==> src/scu_map.svh <==
`ifndef SCU_MAP_SVH
`define SCU_MAP_SVH
// ---------------------------------------------------------------------------
// Mode select values
// ---------------------------------------------------------------------------
`define SCU_MODE_UART    2'h1
// ---------------------------------------------------------------------------
// FIFO geometry and thresholds
// ---------------------------------------------------------------------------
`define SCU_FIFO_DEPTH   3'h4
`define SCU_RTS_ROOM     3'h2
`define SCU_PER_MIN      16'h0008
// ---------------------------------------------------------------------------
// Stored receive entry layout: {frm, par, data[7:0]}
// ---------------------------------------------------------------------------
`define SCU_ENT_PAR      8
`define SCU_ENT_FRM      9
`define SCU_OFS_NONE     8'hff
// Flag levels seen at rest: all-sent and space high, the rest low
`define SCU_EV_IDLE      7'h60
`endif

==> src/scu_pkg.sv <==
package scu_pkg;
    typedef enum logic [3:0] {
        SCU_TX_IDLE  = 4'h1,
        SCU_TX_START = 4'h2,
        SCU_TX_BITS  = 4'h4,
        SCU_TX_STOP  = 4'h8
    } scu_tx_state_t;
    typedef enum logic [3:0] {
        SCU_RX_IDLE  = 4'h1,
        SCU_RX_START = 4'h2,
        SCU_RX_BITS  = 4'h4,
        SCU_RX_STOP  = 4'h8
    } scu_rx_state_t;
endpackage

==> src/scu_uart.sv <==
`timescale 1ns/1ps
`include "scu_map.svh"
// Contract
// - UART runs only when mode select is one
// - Exactly one serial mode active at once
// - Bit rate is clk over 2*(N+F/2)
// - Seven/eight data, parity options, one/two stops
// - Auto RTS asserted while two bytes fit
// - Manual RTS follows software level bit
// - Four-entry transmit and receive FIFOs
// - Write into empty TX FIFO clears all-sent
// - TX space flag clears when FIFO full
// - Character loaded into the shifter sets TX space again
// - Empty FIFO and last shifted sets all-sent
// - Each RX byte stored with its errors
// - RX valid set while unread bytes remain
// - DMA records first error offset per buffer
// - Byte arriving into full FIFO dropped, overrun
// - Overrun during DMA recorded as error offset
// - Overrun irq at once, DMA after drain
// - DMA error cleared by reset or reload
// - Events on rising all-sent, space, valid flags
// - Events on DMA done, parity, frame, overrun
module scu_uart
    import scu_pkg::*;
(
    input  wire logic        clk_i,
    input  wire logic        srst_i,
    input  wire logic [1:0]  serial_mode_select_i,
    input  wire logic [15:0] baud_period_integer_i,
    input  wire logic        baud_period_half_step_i,
    input  wire logic        eight_data_bits_i,
    input  wire logic        two_stop_bits_i,
    input  wire logic        parity_enable_i,
    input  wire logic        odd_parity_select_i,
    input  wire logic        flow_control_enable_i,
    input  wire logic        auto_rts_enable_i,
    input  wire logic        rts_manual_level_i,
    input  wire logic        tx_wr_i,
    input  wire logic [7:0]  tx_data_i,
    input  wire logic        rx_rd_i,
    input  wire logic        rx_dma_i,
    input  wire logic        rx_dma_buf_b_i,
    input  wire logic [7:0]  rx_dma_offset_i,
    input  wire logic [1:0]  dma_channel_reset_i,
    input  wire logic [1:0]  rx_dma_reload_i,
    input  wire logic [1:0]  tx_dma_buffer_active_i,
    input  wire logic [1:0]  rx_dma_buffer_active_i,
    input  wire logic        rxd_i,
    input  wire logic        clear_to_send_n_i,
    output logic             txd_o,
    output logic             request_to_send_n_o,
    output logic [7:0]       serial_data_port_o,
    output logic             tx_all_sent_o,
    output logic             tx_fifo_has_space_o,
    output logic             rx_fifo_has_data_o,
    output logic             rx_parity_error_o,
    output logic             rx_framing_error_o,
    output logic             rx_overrun_flag_o,
    output logic [7:0]       rx_dma_error_offset_a_o,
    output logic [7:0]       rx_dma_error_offset_b_o,
    output logic             uart_event_o,
    output logic             rx_overrun_irq_o
);
    // -----------------------------------------------------------------------
    // Mode gate and baud generator
    // -----------------------------------------------------------------------
    logic        en;
    logic [16:0] bcnt_r;
    logic        half_r;
    logic        tick;
    logic [16:0] bper;
    // Only the UART decode enables this engine; other modes hold it idle
    assign en   = (serial_mode_select_i == `SCU_MODE_UART);
    // Half-bit tick every N+F/2 cycles, fraction alternates an extra cycle
    assign bper = {1'b0, baud_period_integer_i} + {16'h0000, half_r & baud_period_half_step_i};
    assign tick = en && (bcnt_r + 17'h00001 >= bper);

    always_ff @(posedge clk_i) begin
        if (srst_i || !en) begin
            bcnt_r <= 17'h00000;
            half_r <= 1'b0;
        end else if (tick) begin
            bcnt_r <= 17'h00000;
            half_r <= ~half_r;
        end else begin
            bcnt_r <= bcnt_r + 17'h00001;
        end
    end

    // -----------------------------------------------------------------------
    // Pin synchronisers
    // -----------------------------------------------------------------------
    logic rxd_m_r, rxd_s_r, cts_m_r, cts_s_r;
    always_ff @(posedge clk_i) begin
        if (srst_i) begin
            rxd_m_r <= 1'b1;
            rxd_s_r <= 1'b1;
            cts_m_r <= 1'b1;
            cts_s_r <= 1'b1;
        end else begin
            rxd_m_r <= rxd_i;
            rxd_s_r <= rxd_m_r;
            cts_m_r <= clear_to_send_n_i;
            cts_s_r <= cts_m_r;
        end
    end

    // -----------------------------------------------------------------------
    // Transmit FIFO
    // -----------------------------------------------------------------------
    logic [7:0] txq_r [4];
    logic [1:0] txw_r, txr_r;
    logic [2:0] txc_r;
    logic       tx_pop;
    logic       tx_push;
    assign tx_push = tx_wr_i && (txc_r != `SCU_FIFO_DEPTH);
    always_ff @(posedge clk_i) begin
        if (srst_i) begin
            txw_r <= 2'h0;
            txr_r <= 2'h0;
            txc_r <= 3'h0;
        end else begin
            if (tx_push) begin
                txq_r[txw_r] <= tx_data_i;
                txw_r        <= txw_r + 2'h1;
            end
            if (tx_pop) begin
                txr_r <= txr_r + 2'h1;
            end
            txc_r <= txc_r + {2'h0, tx_push} - {2'h0, tx_pop};
        end
    end

    // -----------------------------------------------------------------------
    // Transmit serializer, counts half-bit ticks
    // -----------------------------------------------------------------------
    scu_tx_state_t tst_r;
    logic [8:0]    tsh_r;
    logic [3:0]    tbit_r;
    logic          thalf_r;
    logic [3:0]    tlen;
    logic          cts_ok;
    // Parity bit rides as the last shifted bit
    assign tlen   = (eight_data_bits_i ? 4'h8 : 4'h7) + {3'h0, parity_enable_i};
    assign cts_ok = !flow_control_enable_i || !cts_s_r;
    assign tx_pop = (tst_r == SCU_TX_IDLE) && en && (txc_r != 3'h0) && cts_ok && tick;

    always_ff @(posedge clk_i) begin
        if (srst_i) begin
            tst_r   <= SCU_TX_IDLE;
            tsh_r   <= 9'h1ff;
            tbit_r  <= 4'h0;
            thalf_r <= 1'b0;
            txd_o   <= 1'b1;
        end else if (tst_r == SCU_TX_IDLE) begin
            txd_o <= 1'b1;
            if (tx_pop) begin
                tsh_r   <= {1'b0, txq_r[txr_r]};
                // Without parity the last data bit stays as loaded
                if (parity_enable_i)
                    tsh_r[tlen - 4'h1] <= (eight_data_bits_i ? ^txq_r[txr_r]
                                          : ^txq_r[txr_r][6:0]) ^ odd_parity_select_i;
                txd_o   <= 1'b0;
                thalf_r <= 1'b0;
                tst_r   <= SCU_TX_START;
            end
        end else if (tick) begin
            thalf_r <= ~thalf_r;
            if (thalf_r) begin
                case (tst_r)
                    SCU_TX_START: begin
                        txd_o  <= tsh_r[0];
                        tsh_r  <= {1'b1, tsh_r[8:1]};
                        tbit_r <= 4'h1;
                        tst_r  <= SCU_TX_BITS;
                    end
                    SCU_TX_BITS: begin
                        if (tbit_r == tlen) begin
                            txd_o  <= 1'b1;
                            tbit_r <= 4'h0;
                            tst_r  <= SCU_TX_STOP;
                        end else begin
                            txd_o  <= tsh_r[0];
                            tsh_r  <= {1'b1, tsh_r[8:1]};
                            tbit_r <= tbit_r + 4'h1;
                        end
                    end
                    SCU_TX_STOP: begin
                        if (tbit_r == {3'h0, two_stop_bits_i}) begin
                            tst_r <= SCU_TX_IDLE;
                        end else begin
                            tbit_r <= tbit_r + 4'h1;
                        end
                    end
                    default: tst_r <= SCU_TX_IDLE;
                endcase
            end
        end
    end

    // Status: all-sent needs empty FIFO and idle shifter
    assign tx_all_sent_o       = (txc_r == 3'h0) && (tst_r == SCU_TX_IDLE);
    assign tx_fifo_has_space_o = (txc_r != `SCU_FIFO_DEPTH);

    // -----------------------------------------------------------------------
    // Receiver, samples mid-bit on half ticks
    // -----------------------------------------------------------------------
    scu_rx_state_t rst_r;
    logic [8:0]    rsh_r;
    logic [3:0]    rbit_r;
    logic          rhalf_r;
    logic          rx_done;
    logic          rpar_err;
    logic          rfrm_err;
    logic [7:0]    rdata;
    assign rdata    = eight_data_bits_i ? rsh_r[7:0] : {1'b0, rsh_r[6:0]};
    assign rpar_err = parity_enable_i &&
        ((^rdata) ^ rsh_r[tlen - 4'h1] ^ odd_parity_select_i);
    assign rfrm_err = !rxd_s_r;
    assign rx_done  = (rst_r == SCU_RX_STOP) && tick && !rhalf_r;

    always_ff @(posedge clk_i) begin
        if (srst_i || !en) begin
            rst_r   <= SCU_RX_IDLE;
            rsh_r   <= 9'h000;
            rbit_r  <= 4'h0;
            rhalf_r <= 1'b0;
        end else begin
            case (rst_r)
                SCU_RX_IDLE: begin
                    if (!rxd_s_r && tick) begin
                        rhalf_r <= 1'b1;
                        rst_r   <= SCU_RX_START;
                    end
                end
                SCU_RX_START: begin
                    if (tick) begin
                        // False start on a glitch returns to idle
                        if (rxd_s_r) rst_r <= SCU_RX_IDLE;
                        else begin
                            rhalf_r <= 1'b0;
                            rbit_r  <= 4'h0;
                            rst_r   <= SCU_RX_BITS;
                        end
                    end
                end
                SCU_RX_BITS: begin
                    if (tick) begin
                        rhalf_r <= ~rhalf_r;
                        if (rhalf_r) begin
                            rsh_r[rbit_r] <= rxd_s_r;
                            rbit_r        <= rbit_r + 4'h1;
                            if (rbit_r + 4'h1 == tlen) rst_r <= SCU_RX_STOP;
                        end
                    end
                end
                SCU_RX_STOP: begin
                    if (tick) rhalf_r <= ~rhalf_r;
                    if (rx_done) rst_r <= SCU_RX_IDLE;
                end
                default: rst_r <= SCU_RX_IDLE;
            endcase
        end
    end

    // -----------------------------------------------------------------------
    // Receive FIFO with per-byte error bits
    // -----------------------------------------------------------------------
    logic [9:0] rxq_r [4];
    logic [1:0] rxw_r, rxr_r;
    logic [2:0] rxc_r;
    logic       rx_push, rx_pop, rx_drop;
    assign rx_push = rx_done && (rxc_r != `SCU_FIFO_DEPTH);
    assign rx_drop = rx_done && (rxc_r == `SCU_FIFO_DEPTH);
    assign rx_pop  = (rx_rd_i || rx_dma_i) && (rxc_r != 3'h0);
    always_ff @(posedge clk_i) begin
        if (srst_i) begin
            rxw_r <= 2'h0;
            rxr_r <= 2'h0;
            rxc_r <= 3'h0;
        end else begin
            if (rx_push) begin
                rxq_r[rxw_r] <= {rfrm_err, rpar_err, rdata};
                rxw_r        <= rxw_r + 2'h1;
            end
            if (rx_pop) rxr_r <= rxr_r + 2'h1;
            rxc_r <= rxc_r + {2'h0, rx_push} - {2'h0, rx_pop};
        end
    end
    assign serial_data_port_o = rxq_r[rxr_r][7:0];
    assign rx_parity_error_o  = (rxc_r != 3'h0) && rxq_r[rxr_r][`SCU_ENT_PAR];
    assign rx_framing_error_o = (rxc_r != 3'h0) && rxq_r[rxr_r][`SCU_ENT_FRM];
    assign rx_fifo_has_data_o = (rxc_r != 3'h0);

    // Overrun flag sticky until software reads a byte; set wins
    logic ovf_pend_r;
    always_ff @(posedge clk_i) begin
        if (srst_i) rx_overrun_flag_o <= 1'b0;
        else if (rx_drop) rx_overrun_flag_o <= 1'b1;
        else if (rx_rd_i) rx_overrun_flag_o <= 1'b0;
    end
    assign rx_overrun_irq_o = rx_drop;

    // RTS: auto keeps two free slots, manual follows the level bit
    always_ff @(posedge clk_i) begin
        if (srst_i) request_to_send_n_o <= 1'b1;
        else if (!flow_control_enable_i) request_to_send_n_o <= 1'b1;
        else if (auto_rts_enable_i)
            request_to_send_n_o <= !(`SCU_FIFO_DEPTH - rxc_r >= `SCU_RTS_ROOM);
        else request_to_send_n_o <= !rts_manual_level_i;
    end

    // -----------------------------------------------------------------------
    // DMA error offsets, one per buffer; overrun shown after drain
    // -----------------------------------------------------------------------
    logic dma_err;
    assign dma_err = rx_dma_i && rx_pop &&
        (rxq_r[rxr_r][`SCU_ENT_PAR] || rxq_r[rxr_r][`SCU_ENT_FRM]);
    always_ff @(posedge clk_i) begin
        if (srst_i) ovf_pend_r <= 1'b0;
        else if (rx_drop && |rx_dma_buffer_active_i) ovf_pend_r <= 1'b1;
        else if (ovf_pend_r && rxc_r == 3'h0) ovf_pend_r <= 1'b0;
    end
    genvar g;
    logic [1:0] err_now;
    for (g = 0; g < 2; g++) begin : g_buf
        logic [7:0] ofs_r;
        logic       sel;
        assign sel        = (g == 0) ? !rx_dma_buf_b_i : rx_dma_buf_b_i;
        assign err_now[g] = sel && (dma_err || (ovf_pend_r && rxc_r == 3'h0));
        always_ff @(posedge clk_i) begin
            if (srst_i) ofs_r <= `SCU_OFS_NONE;
            else if (err_now[g] && ofs_r == `SCU_OFS_NONE)
                ofs_r <= rx_dma_offset_i;
            else if (dma_channel_reset_i[g] || rx_dma_reload_i[g])
                ofs_r <= `SCU_OFS_NONE;
        end
    end
    assign rx_dma_error_offset_a_o = g_buf[0].ofs_r;
    assign rx_dma_error_offset_b_o = g_buf[1].ofs_r;

    // -----------------------------------------------------------------------
    // Event pulse on flag edges; CPU masking sits outside
    // -----------------------------------------------------------------------
    logic [6:0] evp_r;
    logic [6:0] evc;
    assign evc = {tx_all_sent_o, tx_fifo_has_space_o, rx_fifo_has_data_o,
                  tx_dma_buffer_active_i, rx_dma_buffer_active_i};
    always_ff @(posedge clk_i) begin
        if (srst_i) begin
            evp_r        <= `SCU_EV_IDLE; // No false edge right after reset
            uart_event_o <= 1'b0;
        end else begin
            evp_r        <= evc;
            uart_event_o <= |(evc[6:4] & ~evp_r[6:4])
                         || |(~evc[3:0] & evp_r[3:0])
                         || (rx_push && (rpar_err || rfrm_err)) || rx_drop;
        end
    end
endmodule

==> config.mk <==
export PLATFORM = sky130hd
export DESIGN_NAME = scu_uart
export DESIGN_NICKNAME = d
export VERILOG_FILES = /design/src/scu_pkg.sv /design/src/scu_uart.sv
export VERILOG_INCLUDE_DIRS = /design/src
export SDC_FILE = /design/constraint.sdc
export NUM_CORES = 1
export LEC_CHECK = 0
export ABC_AREA = 1
export BUFFER_PORTS_ARGS = -buffer_cell sky130_fd_sc_hd__buf_2
export CORE_ASPECT_RATIO = 1.75
export CORE_MARGIN = 2
export CORE_UTILIZATION = 45
export CTS_BUF_LIST = sky130_fd_sc_hd__clkbuf_4 sky130_fd_sc_hd__clkbuf_8 sky130_fd_sc_hd__clkbuf_16
export CTS_CLUSTER_DIAMETER = 50
export DETAILED_ROUTE_END_ITERATION = 10
export PLACE_DENSITY = 0.71
export SYNTH_ARGS = -nofsm -noshare
export SYNTH_HDL_FRONTEND = slang
export SYNTH_SLANG_ARGS = --single-unit
==> constraint.sdc <==
create_clock -name clk_i -period 5.7 [get_ports clk_i]
set_input_delay 0.855 -clock clk_i [delete_from_list [all_inputs] [get_ports clk_i]]
set_output_delay 0.855 -clock clk_i [all_outputs]
set_load 0.005 [all_outputs]
==> After elaboration in Yosys (flattened, before gate mapping) <==
Memory sizes are Yosys's and may differ from the RTL's. A register that Yosys moved wholly into a read port is not among the register bits.
Index checks and enable logic that the tools add are counted.
Widths: inputs -> output; s select.
{ "op_classes": {"n_addsub": 15, "magnitude_cmp": 6, "eq_ne": 30, "n_bitwise": 13, "n_reduce_logical": 78, "n_mux": 74} }
{ "op_table": {"columns": ["operator", "count"], "rows": [
  ["$mux 4", 19],
  ["$mux 9", 6],
  ["$mux 8", 5],
  ["$logic_and 1x1->1", 27],
  ["$mux 1", 27],
  ["$reduce_and 5->1", 5],
  ["$pmux 4 s3", 2],
  ["$bwmux 9", 2],
  ["$ne 2x2->1 const B", 9],
  ["$pmux 9 s2", 1],
  ["$add 16x1->17", 1],
  ["$add 17x1->17 const B", 1],
  ["$ge 17x17->1", 1],
  ["$eq 8x8->1 const B", 2],
  ["$pmux 4 s4", 1],
  ["$reduce_xor 8->1", 2],
  ["$ne 3x3->1 const B", 5],
  ["$reduce_bool 3->1", 5],
  ["$reduce_bool 2->1", 7],
  ["$logic_or 1x1->1", 11],
  ["$lt 4x5->1 const B", 2],
  ["$add 2x1->2 const B", 4],
  ["$add 4x1->4 const B", 2],
  ["$demux 1 s4", 2],
  ["other kinds (38)", 67]
]} }
{ "word_totals": {"mem_bits_rw": 72, "input_bits": 58, "mem_count": 2, "elab_cells": 246, "output_inout_bits": 34, "ff_bits": 100} }
{ "memory_table": {"columns": ["name", "depth", "word_bits", "rd", "rd_ports_with_merged_regs", "wr", "line", "text"], "rows": [
  ["rxq_r", 4, 10, 1, 1, 1, "scu_uart.sv:270", "logic [9:0] rxq_r [4];"],
  ["txq_r", 4, 8, 1, 1, 1, "scu_uart.sv:112", "logic [7:0] txq_r [4];"]
]} }

==> Longest topological paths before layout <==
Gate-level depths: netlist of run 1.
{ "depth": {"ltp_word": 12, "mapped_depth": 28, "ltp_nobuf": 28} }

==> Least setup slack after synthesis of run 1 <==
No wires, ideal clock.
{ "synth_timing": {"kind": "input to register", "start": "in baud_period_half_step_i", "end": "reg rxc_r[2]", "cell_stages": 26, "path_buffers": 0, "arrival_ps": 4753, "t_required_ps": 5630, "setup_slack_ps": 878, "setup_time_ps": 70, "path_cell_list": "nand2_1 > inv_1 > ha_1 > ha_1 > nand3_1 > nor3b_2 > nand4_1 > nor3b_2 > a31oi_1 > or2_1 > ha_1 > nand2_1 > nor2_1 > nand3_1 > nor2_1 > nor2_1 > nand3_4 > nand3_1 > nor2_2 > nand2_1 > ha_1 > inv_1 > ha_1 > fa_1 > or2_2 > a21oi_1"} }
{ "synth_via": {"elab_chain_cells": 9} }
{ "synth_rtl": {"columns": ["element", "line", "text"], "rows": [
  ["start: declaration", "scu_uart.sv:31", "input wire logic baud_period_half_step_i,"],
  ["$and 1x1->1", "scu_uart.sv:76", "assign bper = {1'b0, baud_period_integer_i} + {16'h0000, half_r & baud_period_half_step_i};"],
  ["$add 16x1->17", "scu_uart.sv:76", null],
  ["$ge 17x17->1", "scu_uart.sv:77", "assign tick = en && (bcnt_r + 17'h00001 >= bper);"],
  ["$logic_and 1x1->1", "scu_uart.sv:77", null],
  ["$logic_and 1x1->1 (2 in series)", "scu_uart.sv:221", "assign rx_done = (rst_r == SCU_RX_STOP) && tick && !rhalf_r;"],
  ["$logic_and 1x1->1", "scu_uart.sv:274", "assign rx_push = rx_done && (rxc_r != `SCU_FIFO_DEPTH);"],
  ["$add 3x1->3", "scu_uart.sv:288", "rxc_r <= rxc_r + {2'h0, rx_push} - {2'h0, rx_pop};"],
  ["$sub 3x1->3", "scu_uart.sv:288", null],
  ["end signal: assignment", "scu_uart.sv:288", null],
  ["end: declaration", "scu_uart.sv:272", "logic [2:0] rxc_r;"]
]} }
No other way between the ends.
A chain may end at the register's enable or synchronous reset.

==> Worst setup path after layout of run 1 <==
{ "layout_timing": {"start": "in baud_period_half_step_i", "end": "out rx_overrun_irq_o"} }
{ "layout_via": {"elab_chain_cells": 7} }
{ "layout_rtl": {"columns": ["element", "line", "text"], "rows": [
  ["$and 1x1->1", "scu_uart.sv:76", null],
  ["$add 16x1->17", "scu_uart.sv:76", null],
  ["$ge 17x17->1", "scu_uart.sv:77", null],
  ["$logic_and 1x1->1", "scu_uart.sv:77", null],
  ["$logic_and 1x1->1 (2 in series)", "scu_uart.sv:221", null],
  ["$logic_and 1x1->1", "scu_uart.sv:275", "assign rx_drop = rx_done && (rxc_r == `SCU_FIFO_DEPTH);"],
  ["end: declaration", "scu_uart.sv:63", "output logic rx_overrun_irq_o"]
]} }
No other way between the ends.

==> results of run 1 <==
==> per-layer routing <==
layer  vias to the layer above  track usage (%)  part of all wire [%]
met5                         -                0                 0.062
met4                         2            7.075                   2.0
li1                       3859                -                     -
met1                      3391            18.47                    39
met2                       121            36.50                    56
met3                        30            3.298                   3.1
==> area by class of cell <==
class,count,area [um^2]
Fill cell,1903,9681
Sequential cell,176,4244
Multi-Input combinational cell,781,4198
Inverter,155,589.3
Timing Repair Buffer,99,515.5
Clock buffer,19,464.2
Tap cell,248,310.3
Clock inverter,13,113.9
==> cell families (layout without fill, tap and decap cells) <==
group / Yosys count / in the layout / share of synthesized area (%)
fa+ha+maj: 47 / 47 / 6.590
compound gates: 134 / 134 / 8.313
buf+inv: 176 / 286 / 7.752
flops: 176 / 176 / 46.38
xor+xnor: 43 / 43 / 4.115
simple gates: 557 / 557 / 26.85
==> per-stage QoR <==
stage	util [%]	hold slack, ns
6_report	51.88	0.4166
5_1_grt	51.88	0.4406
4_1_cts	51.88	0.4210
3_5_place_dp	49.00	0.4027
3_3_place_gp	49.00	0.3912
2_1_floorplan	-	0.3895
==> worst paths after layout <==
path	end	cells past startpoint
setup reg to reg	rxc_r[2]	26
hold / removal	rxd_s_r	1
setup / recovery	rx_overrun_irq_o	23
hold reg to reg	rxd_s_r	1
==> flip-flops by register name, indices dropped and copies added, names as in the netlist, 7 cells and up, named ones only <==
name	cells
evp_r	7
rx_dma_error_offset_b_o	8
rx_dma_error_offset_a_o	8
rsh_r	9
rxq_r	40
txq_r	32
tsh_r	9
bcnt_r	17
==> power groups by stage <==
stage	clock (mW)	combinational, mW	sequential [mW]
after floorplan	0	0.316	1.42
after CTS	1.17	0.460	1.41
after detailed placement	0	0.458	1.44
final	1.15	0.452	1.41
after global placement	0	0.446	1.44
after global routing	1.23	0.527	1.42
==> synthesized netlist by cell type, types with 4 or more instances <==
library cell and count:
nand3_1 69, inv_1 143, buf_2 6, o21ai_1 9, nand4_1 10, a21oi_1 48, or2_2 7, nor2_2 11
nand2_1 251, o22ai_1 18, a211oi_1 4, xor2_1 27, nor2_1 158, dfxtp_1 104, inv_2 8, clkbuf_1 11
nand3b_1 4, xnor2_1 16, o21ai_0 40, nand2_2 16, ha_1 45, nor3_1 8, edfxtp_1 72
==> results.sh, run 1 <==
export IMPL_outcome="finished clean"
export IMPL_numClockSinks=176
export IMPL_die_x_um=111.8
export IMPL_num_antenna_cells=0
export IMPL_yosysSeqAreaShare_pct=46.38
export IMPL_ys_flop_type="dfxtp_1"
export IMPL_ys_types=52
export IMPL_ir_worst_vdd_mv=0.1764
export IMPL_startpoint="baud_period_half_step_i"
export IMPL_cts_buffer_depth=2
export IMPL_period_needed_ns=5.087
export IMPL_grt_usage_pct=18.29
export IMPL_vias_per_cell=4.965
export IMPL_pwr_share_clk_pct=38.2
export IMPL_die_h_um=192.7
export IMPL_crit_slowest_cell="nor3b_2"
export IMPL_yosys_area_top_type="edfxtp_1"
export IMPL_place_hpwl_mm=14.59
export IMPL_route_antenna_remaining_nets=0
export IMPL_synthArstFlopShare_pct=0
export IMPL_p_per_area_nw_per_um2=288.7
export IMPL_synth_edf_count=72
export IMPL_critPathArrivalTime_ns=4.23
export IMPL_cp_top_family="simple AND/OR/NAND/NOR gates"
export IMPL_stdcell_area_um2=10440
export IMPL_rows=69
export IMPL_gp_congestion=0.8577
export IMPL_fin_tns_setup_ns=0
export IMPL_clkLatencyLatePin_ns=0.43
export IMPL_dr_pass1_iters=5
export IMPL_synth_fp_nets=1238
export IMPL_finalCritPeriodShare_pct=89.25
export IMPL_vias=7403
export IMPL_start_kind="input port"
export IMPL_timing_worst_setup_path_type="input port to output pin"
export IMPL_cap_violations=0
export IMPL_finalPower_mw=3.013
export IMPL_grt_max_degree=35
export IMPL_fmax_ghz=0.1966
export IMPL_crit_buf_inv=4
export IMPL_pre_cts_ws_ns=0.2720
export IMPL_hold_path_class="register to register"
export IMPL_rsz0062_at_grt="false"
export IMPL_placed_area_um2=9857
export IMPL_setup_viol=0
export IMPL_cts_buffers=17
export IMPL_post_synth_inst_count=1133
export IMPL_layout_common_cells="nand2_1 (251), nor2_1 (158), inv_1 (143), dfxtp_1 (104), buf_2 (91)"
export IMPL_final_common_cell="nand2_1"
export IMPL_cts_root_buf="clkbuf_16"
export IMPL_grt_pass1_wl_mm=32.10
export IMPL_wl_mm=19.25
export IMPL_final_hold_viol_count=0
export IMPL_initialDrtViolationCount=356
export IMPL_placed_cells=1459
export IMPL_io_pins=92
export IMPL_ys_warn_count=0
export IMPL_syn_cell_area_um2=9151
export IMPL_crit_fanout=5
export IMPL_hold_start="rxd_m_r"
export IMPL_grt_overflow_total=0
export IMPL_seq_power_share_pct=46.8
export IMPL_worst_pin_slew_ns=0.8560
export IMPL_ys_seq_elements=176
export IMPL_intPower_mw=2.151
export IMPL_post_cts_setup_buffer_count=0
export IMPL_grt_pass1_vias=7262
export IMPL_critical_path_max_stage_delay_ns=0.29
export IMPL_maxSlewHeadroom_pct=42.77
export IMPL_end_kind="output pin"
export IMPL_syn_area_per_cell_um2=8.077
export IMPL_finalClockSkew_ns=0.01362
export IMPL_cts_tree="done"
export IMPL_area_growth_pct=14.03
export IMPL_drive_above_1_share_pct=15.45
export IMPL_power_frac_comb_pct=15.0
export IMPL_p_leak_nw=4.566
export IMPL_synth_top_cell_area_share_pct=23.63
export IMPL_finalNonFillerCells=1491
export IMPL_hold_buffers=0
export IMPL_synthTopCellsByArea="edfxtp_1 (24%), dfxtp_1 (23%), nand2_1 (10%), nor2_1 (6.5%), ha_1 (6.2%)"
export IMPL_wl_per_cell_um=12.91
export IMPL_die_area_um2=21540
export IMPL_reg2reg_setup_slack_ns=0.85
export IMPL_rr_startpoint="half_r"
export IMPL_portBuffers=91
export IMPL_switching_power_mw=0.8615
export IMPL_setup_slack_ns=0.6126
export IMPL_critPathRequiredTime_ns=4.85
export IMPL_antenna_found_initial=1
export IMPL_worstPathCellList="buf_2 -> nand2_1 -> inv_1 -> ha_1 -> ha_1 -> nand3_1 -> nor3b_2 -> nand4_1 -> nor3b_2 -> a31oi_1 -> or2_1 -> ha_1 -> nand2_1 -> nor2_1 -> nand3_1 -> nor2_1 -> nor2_1 -> nand3_4 -> nand3_1 -> nor2_2 -> inv_1 -> nor2_2 -> buf_2"
export IMPL_swShare_pct=28.59
export IMPL_clkTransAtPathRegs_ns=0.07
export IMPL_start_util_pct=45.49
export IMPL_design_core_area_um2=20120
export IMPL_htreeDepth=4
export IMPL_slew_violations=0
export IMPL_nNetsFinal=1335
export IMPL_post_cts_resized=0
export IMPL_drc=0
(Power assumes the default switching activity.)
==> run 2, diff against run 1 <==
- ABC_AREA: 1 -> unset
- REMOVE_ABC_BUFFERS: unset -> 1
==> run 2 against run 1 <==
  * Setup slack better by 0.34 ns
  * Fmax increased by 7.2%
  * Sequential share of layout area is 2.7 points higher
  * Die area decreased by 6.6%
  * Power down 0.90%
  * Count of clock-buffer cells in the layout is 2 higher
  * Non-clock buffer count fell by 3
  * Largest cell class unchanged
==> results.sh, run 2 <==
export IMPL_outcome="finished clean"
export IMPL_crit_buf_inv=3
export IMPL_grt_busiest_layer="met2"
export IMPL_finalNonFillerCells=1116
export IMPL_worstReg2RegEnd="txc_r[2]"
export IMPL_slew_violations=0
export IMPL_synth_edf_count=72
export IMPL_cts_buffers=17
export IMPL_worst_pin_slew_ns=0.9639
export IMPL_final_hold_viol_count=0
export IMPL_critPathArrivalTime_ns=3.89
export IMPL_layout_common_cells="dfxtp_1 (104), buf_2 (91), edfxtp_1 (72), nand2_1 (71), nor2_1 (53)"
export IMPL_drc=0
export IMPL_utilization_pct=52.65
export IMPL_grt_met2_usage_pct=34.44
export IMPL_yosysSeqAreaShare_pct=49.73
export IMPL_fill_cells=1663
export IMPL_grt_use_met3_pct=2.997
export IMPL_final_common_cell="dfxtp_1"
export IMPL_clkLatencyLatePin_ns=0.43
export IMPL_io_pins=92
export IMPL_grt_overflow_total=0
export IMPL_cp_common_cell="ha_1"
export IMPL_cp_depth=16
export IMPL_maxSlewHeadroom_pct=35.50
export IMPL_start_util_pct=45.93
export IMPL_cts_tree="done"
export IMPL_ys_flop_type="dfxtp_1"
export IMPL_rsz0062_at_grt="false"
export IMPL_pre_cts_ws_ns=0.6491
export IMPL_grt_max_degree=41
export IMPL_fin_tns_setup_ns=0
export IMPL_wl_mm=17.58
export IMPL_startpoint="baud_period_half_step_i"
export IMPL_place_hpwl_mm=13.34
export IMPL_num_antenna_cells=0
export IMPL_grt_usage_pct=18.34
export IMPL_synth_top_cell_area_share_pct=25.33
export IMPL_finalCritPeriodShare_pct=83.25
export IMPL_post_cts_setup_buffer_count=0
export IMPL_finalClockSkew_ns=0.01053
export IMPL_reg2reg_setup_slack_ns=1.19
export IMPL_setup_slack_ns=0.9550
export IMPL_end_kind="output pin"
export IMPL_drive_above_1_share_pct=19.36
export IMPL_area_growth_pct=14.63
export IMPL_grt_pass1_vias=6051
export IMPL_hold_path_class="register to register"
export IMPL_setup_worst_path_end="rx_overrun_irq_o"
export IMPL_ys_top_cells_by_count="dfxtp_1 (104), edfxtp_1 (72), nand2_1 (71)"
export IMPL_hold_slack_ns=0.4108
export IMPL_grt_use_met1_pct=19.62
export IMPL_cap_violations=0
export IMPL_placed_cells=1084
export IMPL_top_regs="rxq_r (40), txq_r (32), bcnt_r (17)"
export IMPL_die_area_um2=20130
export IMPL_ys_seq_elements=176
export IMPL_antenna_found_initial=0
export IMPL_rows=66
export IMPL_post_cts_resized=0
export IMPL_period_needed_ns=4.745
export IMPL_syn_cell_area_um2=8534
export IMPL_die_h_um=186.2
export IMPL_nNetsFinal=970
export IMPL_wl_per_cell_um=15.76
export IMPL_syn_area_per_cell_um2=10.93
export IMPL_largest_reg_flops=40
export IMPL_yosysMostFrequentCell="dfxtp_1"
export IMPL_vias_per_cell=5.411
export IMPL_stdcell_area_um2=9783
export IMPL_grt_pass1_wl_mm=28.82
export IMPL_p_leak_nw=3.938
export IMPL_rr_worst_depth=21
export IMPL_numClockSinks=176
export IMPL_clkTransAtPathRegs_ns=0.07
export IMPL_dr_pass1_iters=4
export IMPL_p_per_area_nw_per_um2=305.2
export IMPL_placed_area_um2=9188
export IMPL_critical_path_max_stage_delay_ns=0.33
export IMPL_die_x_um=108.1
export IMPL_vias=6039
export IMPL_ir_worst_vdd_mv=0.1814
export IMPL_route_antenna_remaining_nets=0
export IMPL_crit_slowest_cell="a211o_1"
export IMPL_initialDrtViolationCount=303
export IMPL_ys_warn_count=0
export IMPL_rr_startpoint="half_r"
export IMPL_start_kind="input port"
export IMPL_post_synth_inst_count=781
export IMPL_timing_worst_setup_path_type="input port to output pin"
export IMPL_cts_root_buf="clkbuf_16"
export IMPL_regMostFlops="rxq_r"
export IMPL_setup_viol=0
export IMPL_cts_buffer_depth=2
export IMPL_htreeDepth=4
export IMPL_portBuffers=91
export IMPL_fmax_ghz=0.2107
export IMPL_critPathRequiredTime_ns=4.85
export IMPL_synthArstFlopShare_pct=0
export IMPL_yosys_area_top_type="edfxtp_1"
export IMPL_synthTopCellsByArea="edfxtp_1 (25%), dfxtp_1 (24%), ha_1 (6.6%), xnor2_1 (4.3%), mux4_2 (4.0%)"
export IMPL_cp_top_family="simple AND/OR/NAND/NOR gates"
export IMPL_hold_buffers=0
export IMPL_finalPower_mw=2.986
export IMPL_worstPathCellList="buf_2 -> and2_1 -> ha_1 -> ha_1 -> nand4_1 -> nor2_1 -> nand3_1 -> xor2_1 -> ha_1 -> nand4_1 -> or2_1 -> a211o_1 -> a31oi_4 -> nand3_1 -> inv_1 -> buf_2"
export IMPL_ys_types=63
export IMPL_gp_congestion=0.8528
export IMPL_crit_fanout=9
export IMPL_design_core_area_um2=18580
## run 2: cell types whose count changed after synthesis, moves of 11 or more
cell / delta
nand2_1: -180
inv_1: -112
nor2_1: -105
nand3_1: -40
xnor2_1: +26
and3_1: +25
a21oi_1: -20
and2_1: +18
o21ai_0: -17
nand2_2: -16
mux4_2: +15
mux2i_1: +14
nor2b_1: +14
nor2_2: -11
## run 2: how the worst min path moves through the flow
stage | start | to | depth (start not counted)
final | cts_m_r | cts_s_r | 1
after CTS | cts_m_r | cts_s_r | 1
after floorplan | cts_m_r | cts_s_r | 1
after detailed placement | cts_m_r | cts_s_r | 1
after global routing | cts_m_r | cts_s_r | 1
after global placement | rxd_m_r | rxd_s_r | 1
## run 2: cell families (layout without fill, tap and decap cells)
group	after synthesis	in the layout	synth area share [%]
AOI/OAI and AO/OA	116	116	8.987
xor gates and xnor gates	65	65	7.110
adders and majority gates	47	47	7.066
buffers and inverters	62	159	3.049
DFF	176	176	49.73
muxes	35	35	7.096
and+or+nand+nor	280	280	16.96
## run 2: metal layers
metal	routed length, um	share of wire [%]
met1	6792	39
met2	9605	55
met3	604	3.4
met4	581	3.3
met5	0	0
## run 2: where the power goes
group | switching (mW) | internal [mW]
logic | 0.222 | 0.204
clock network | 0.497 | 0.637
registers | 0.0584 | 1.37
total | 0.777 | 2.21
## run 2: layout make-up
type	count	area, um^2	area share (%)
Sequential cell	176	4244	43.38
Multi-Input combinational cell	543	4036	41.26
Clock buffer	21	496.7	5.077
Timing Repair Buffer	96	493.0	5.039
Tap cell	238	297.8	3.044
Inverter	31	116.4	1.189
Clock inverter	11	98.84	1.010
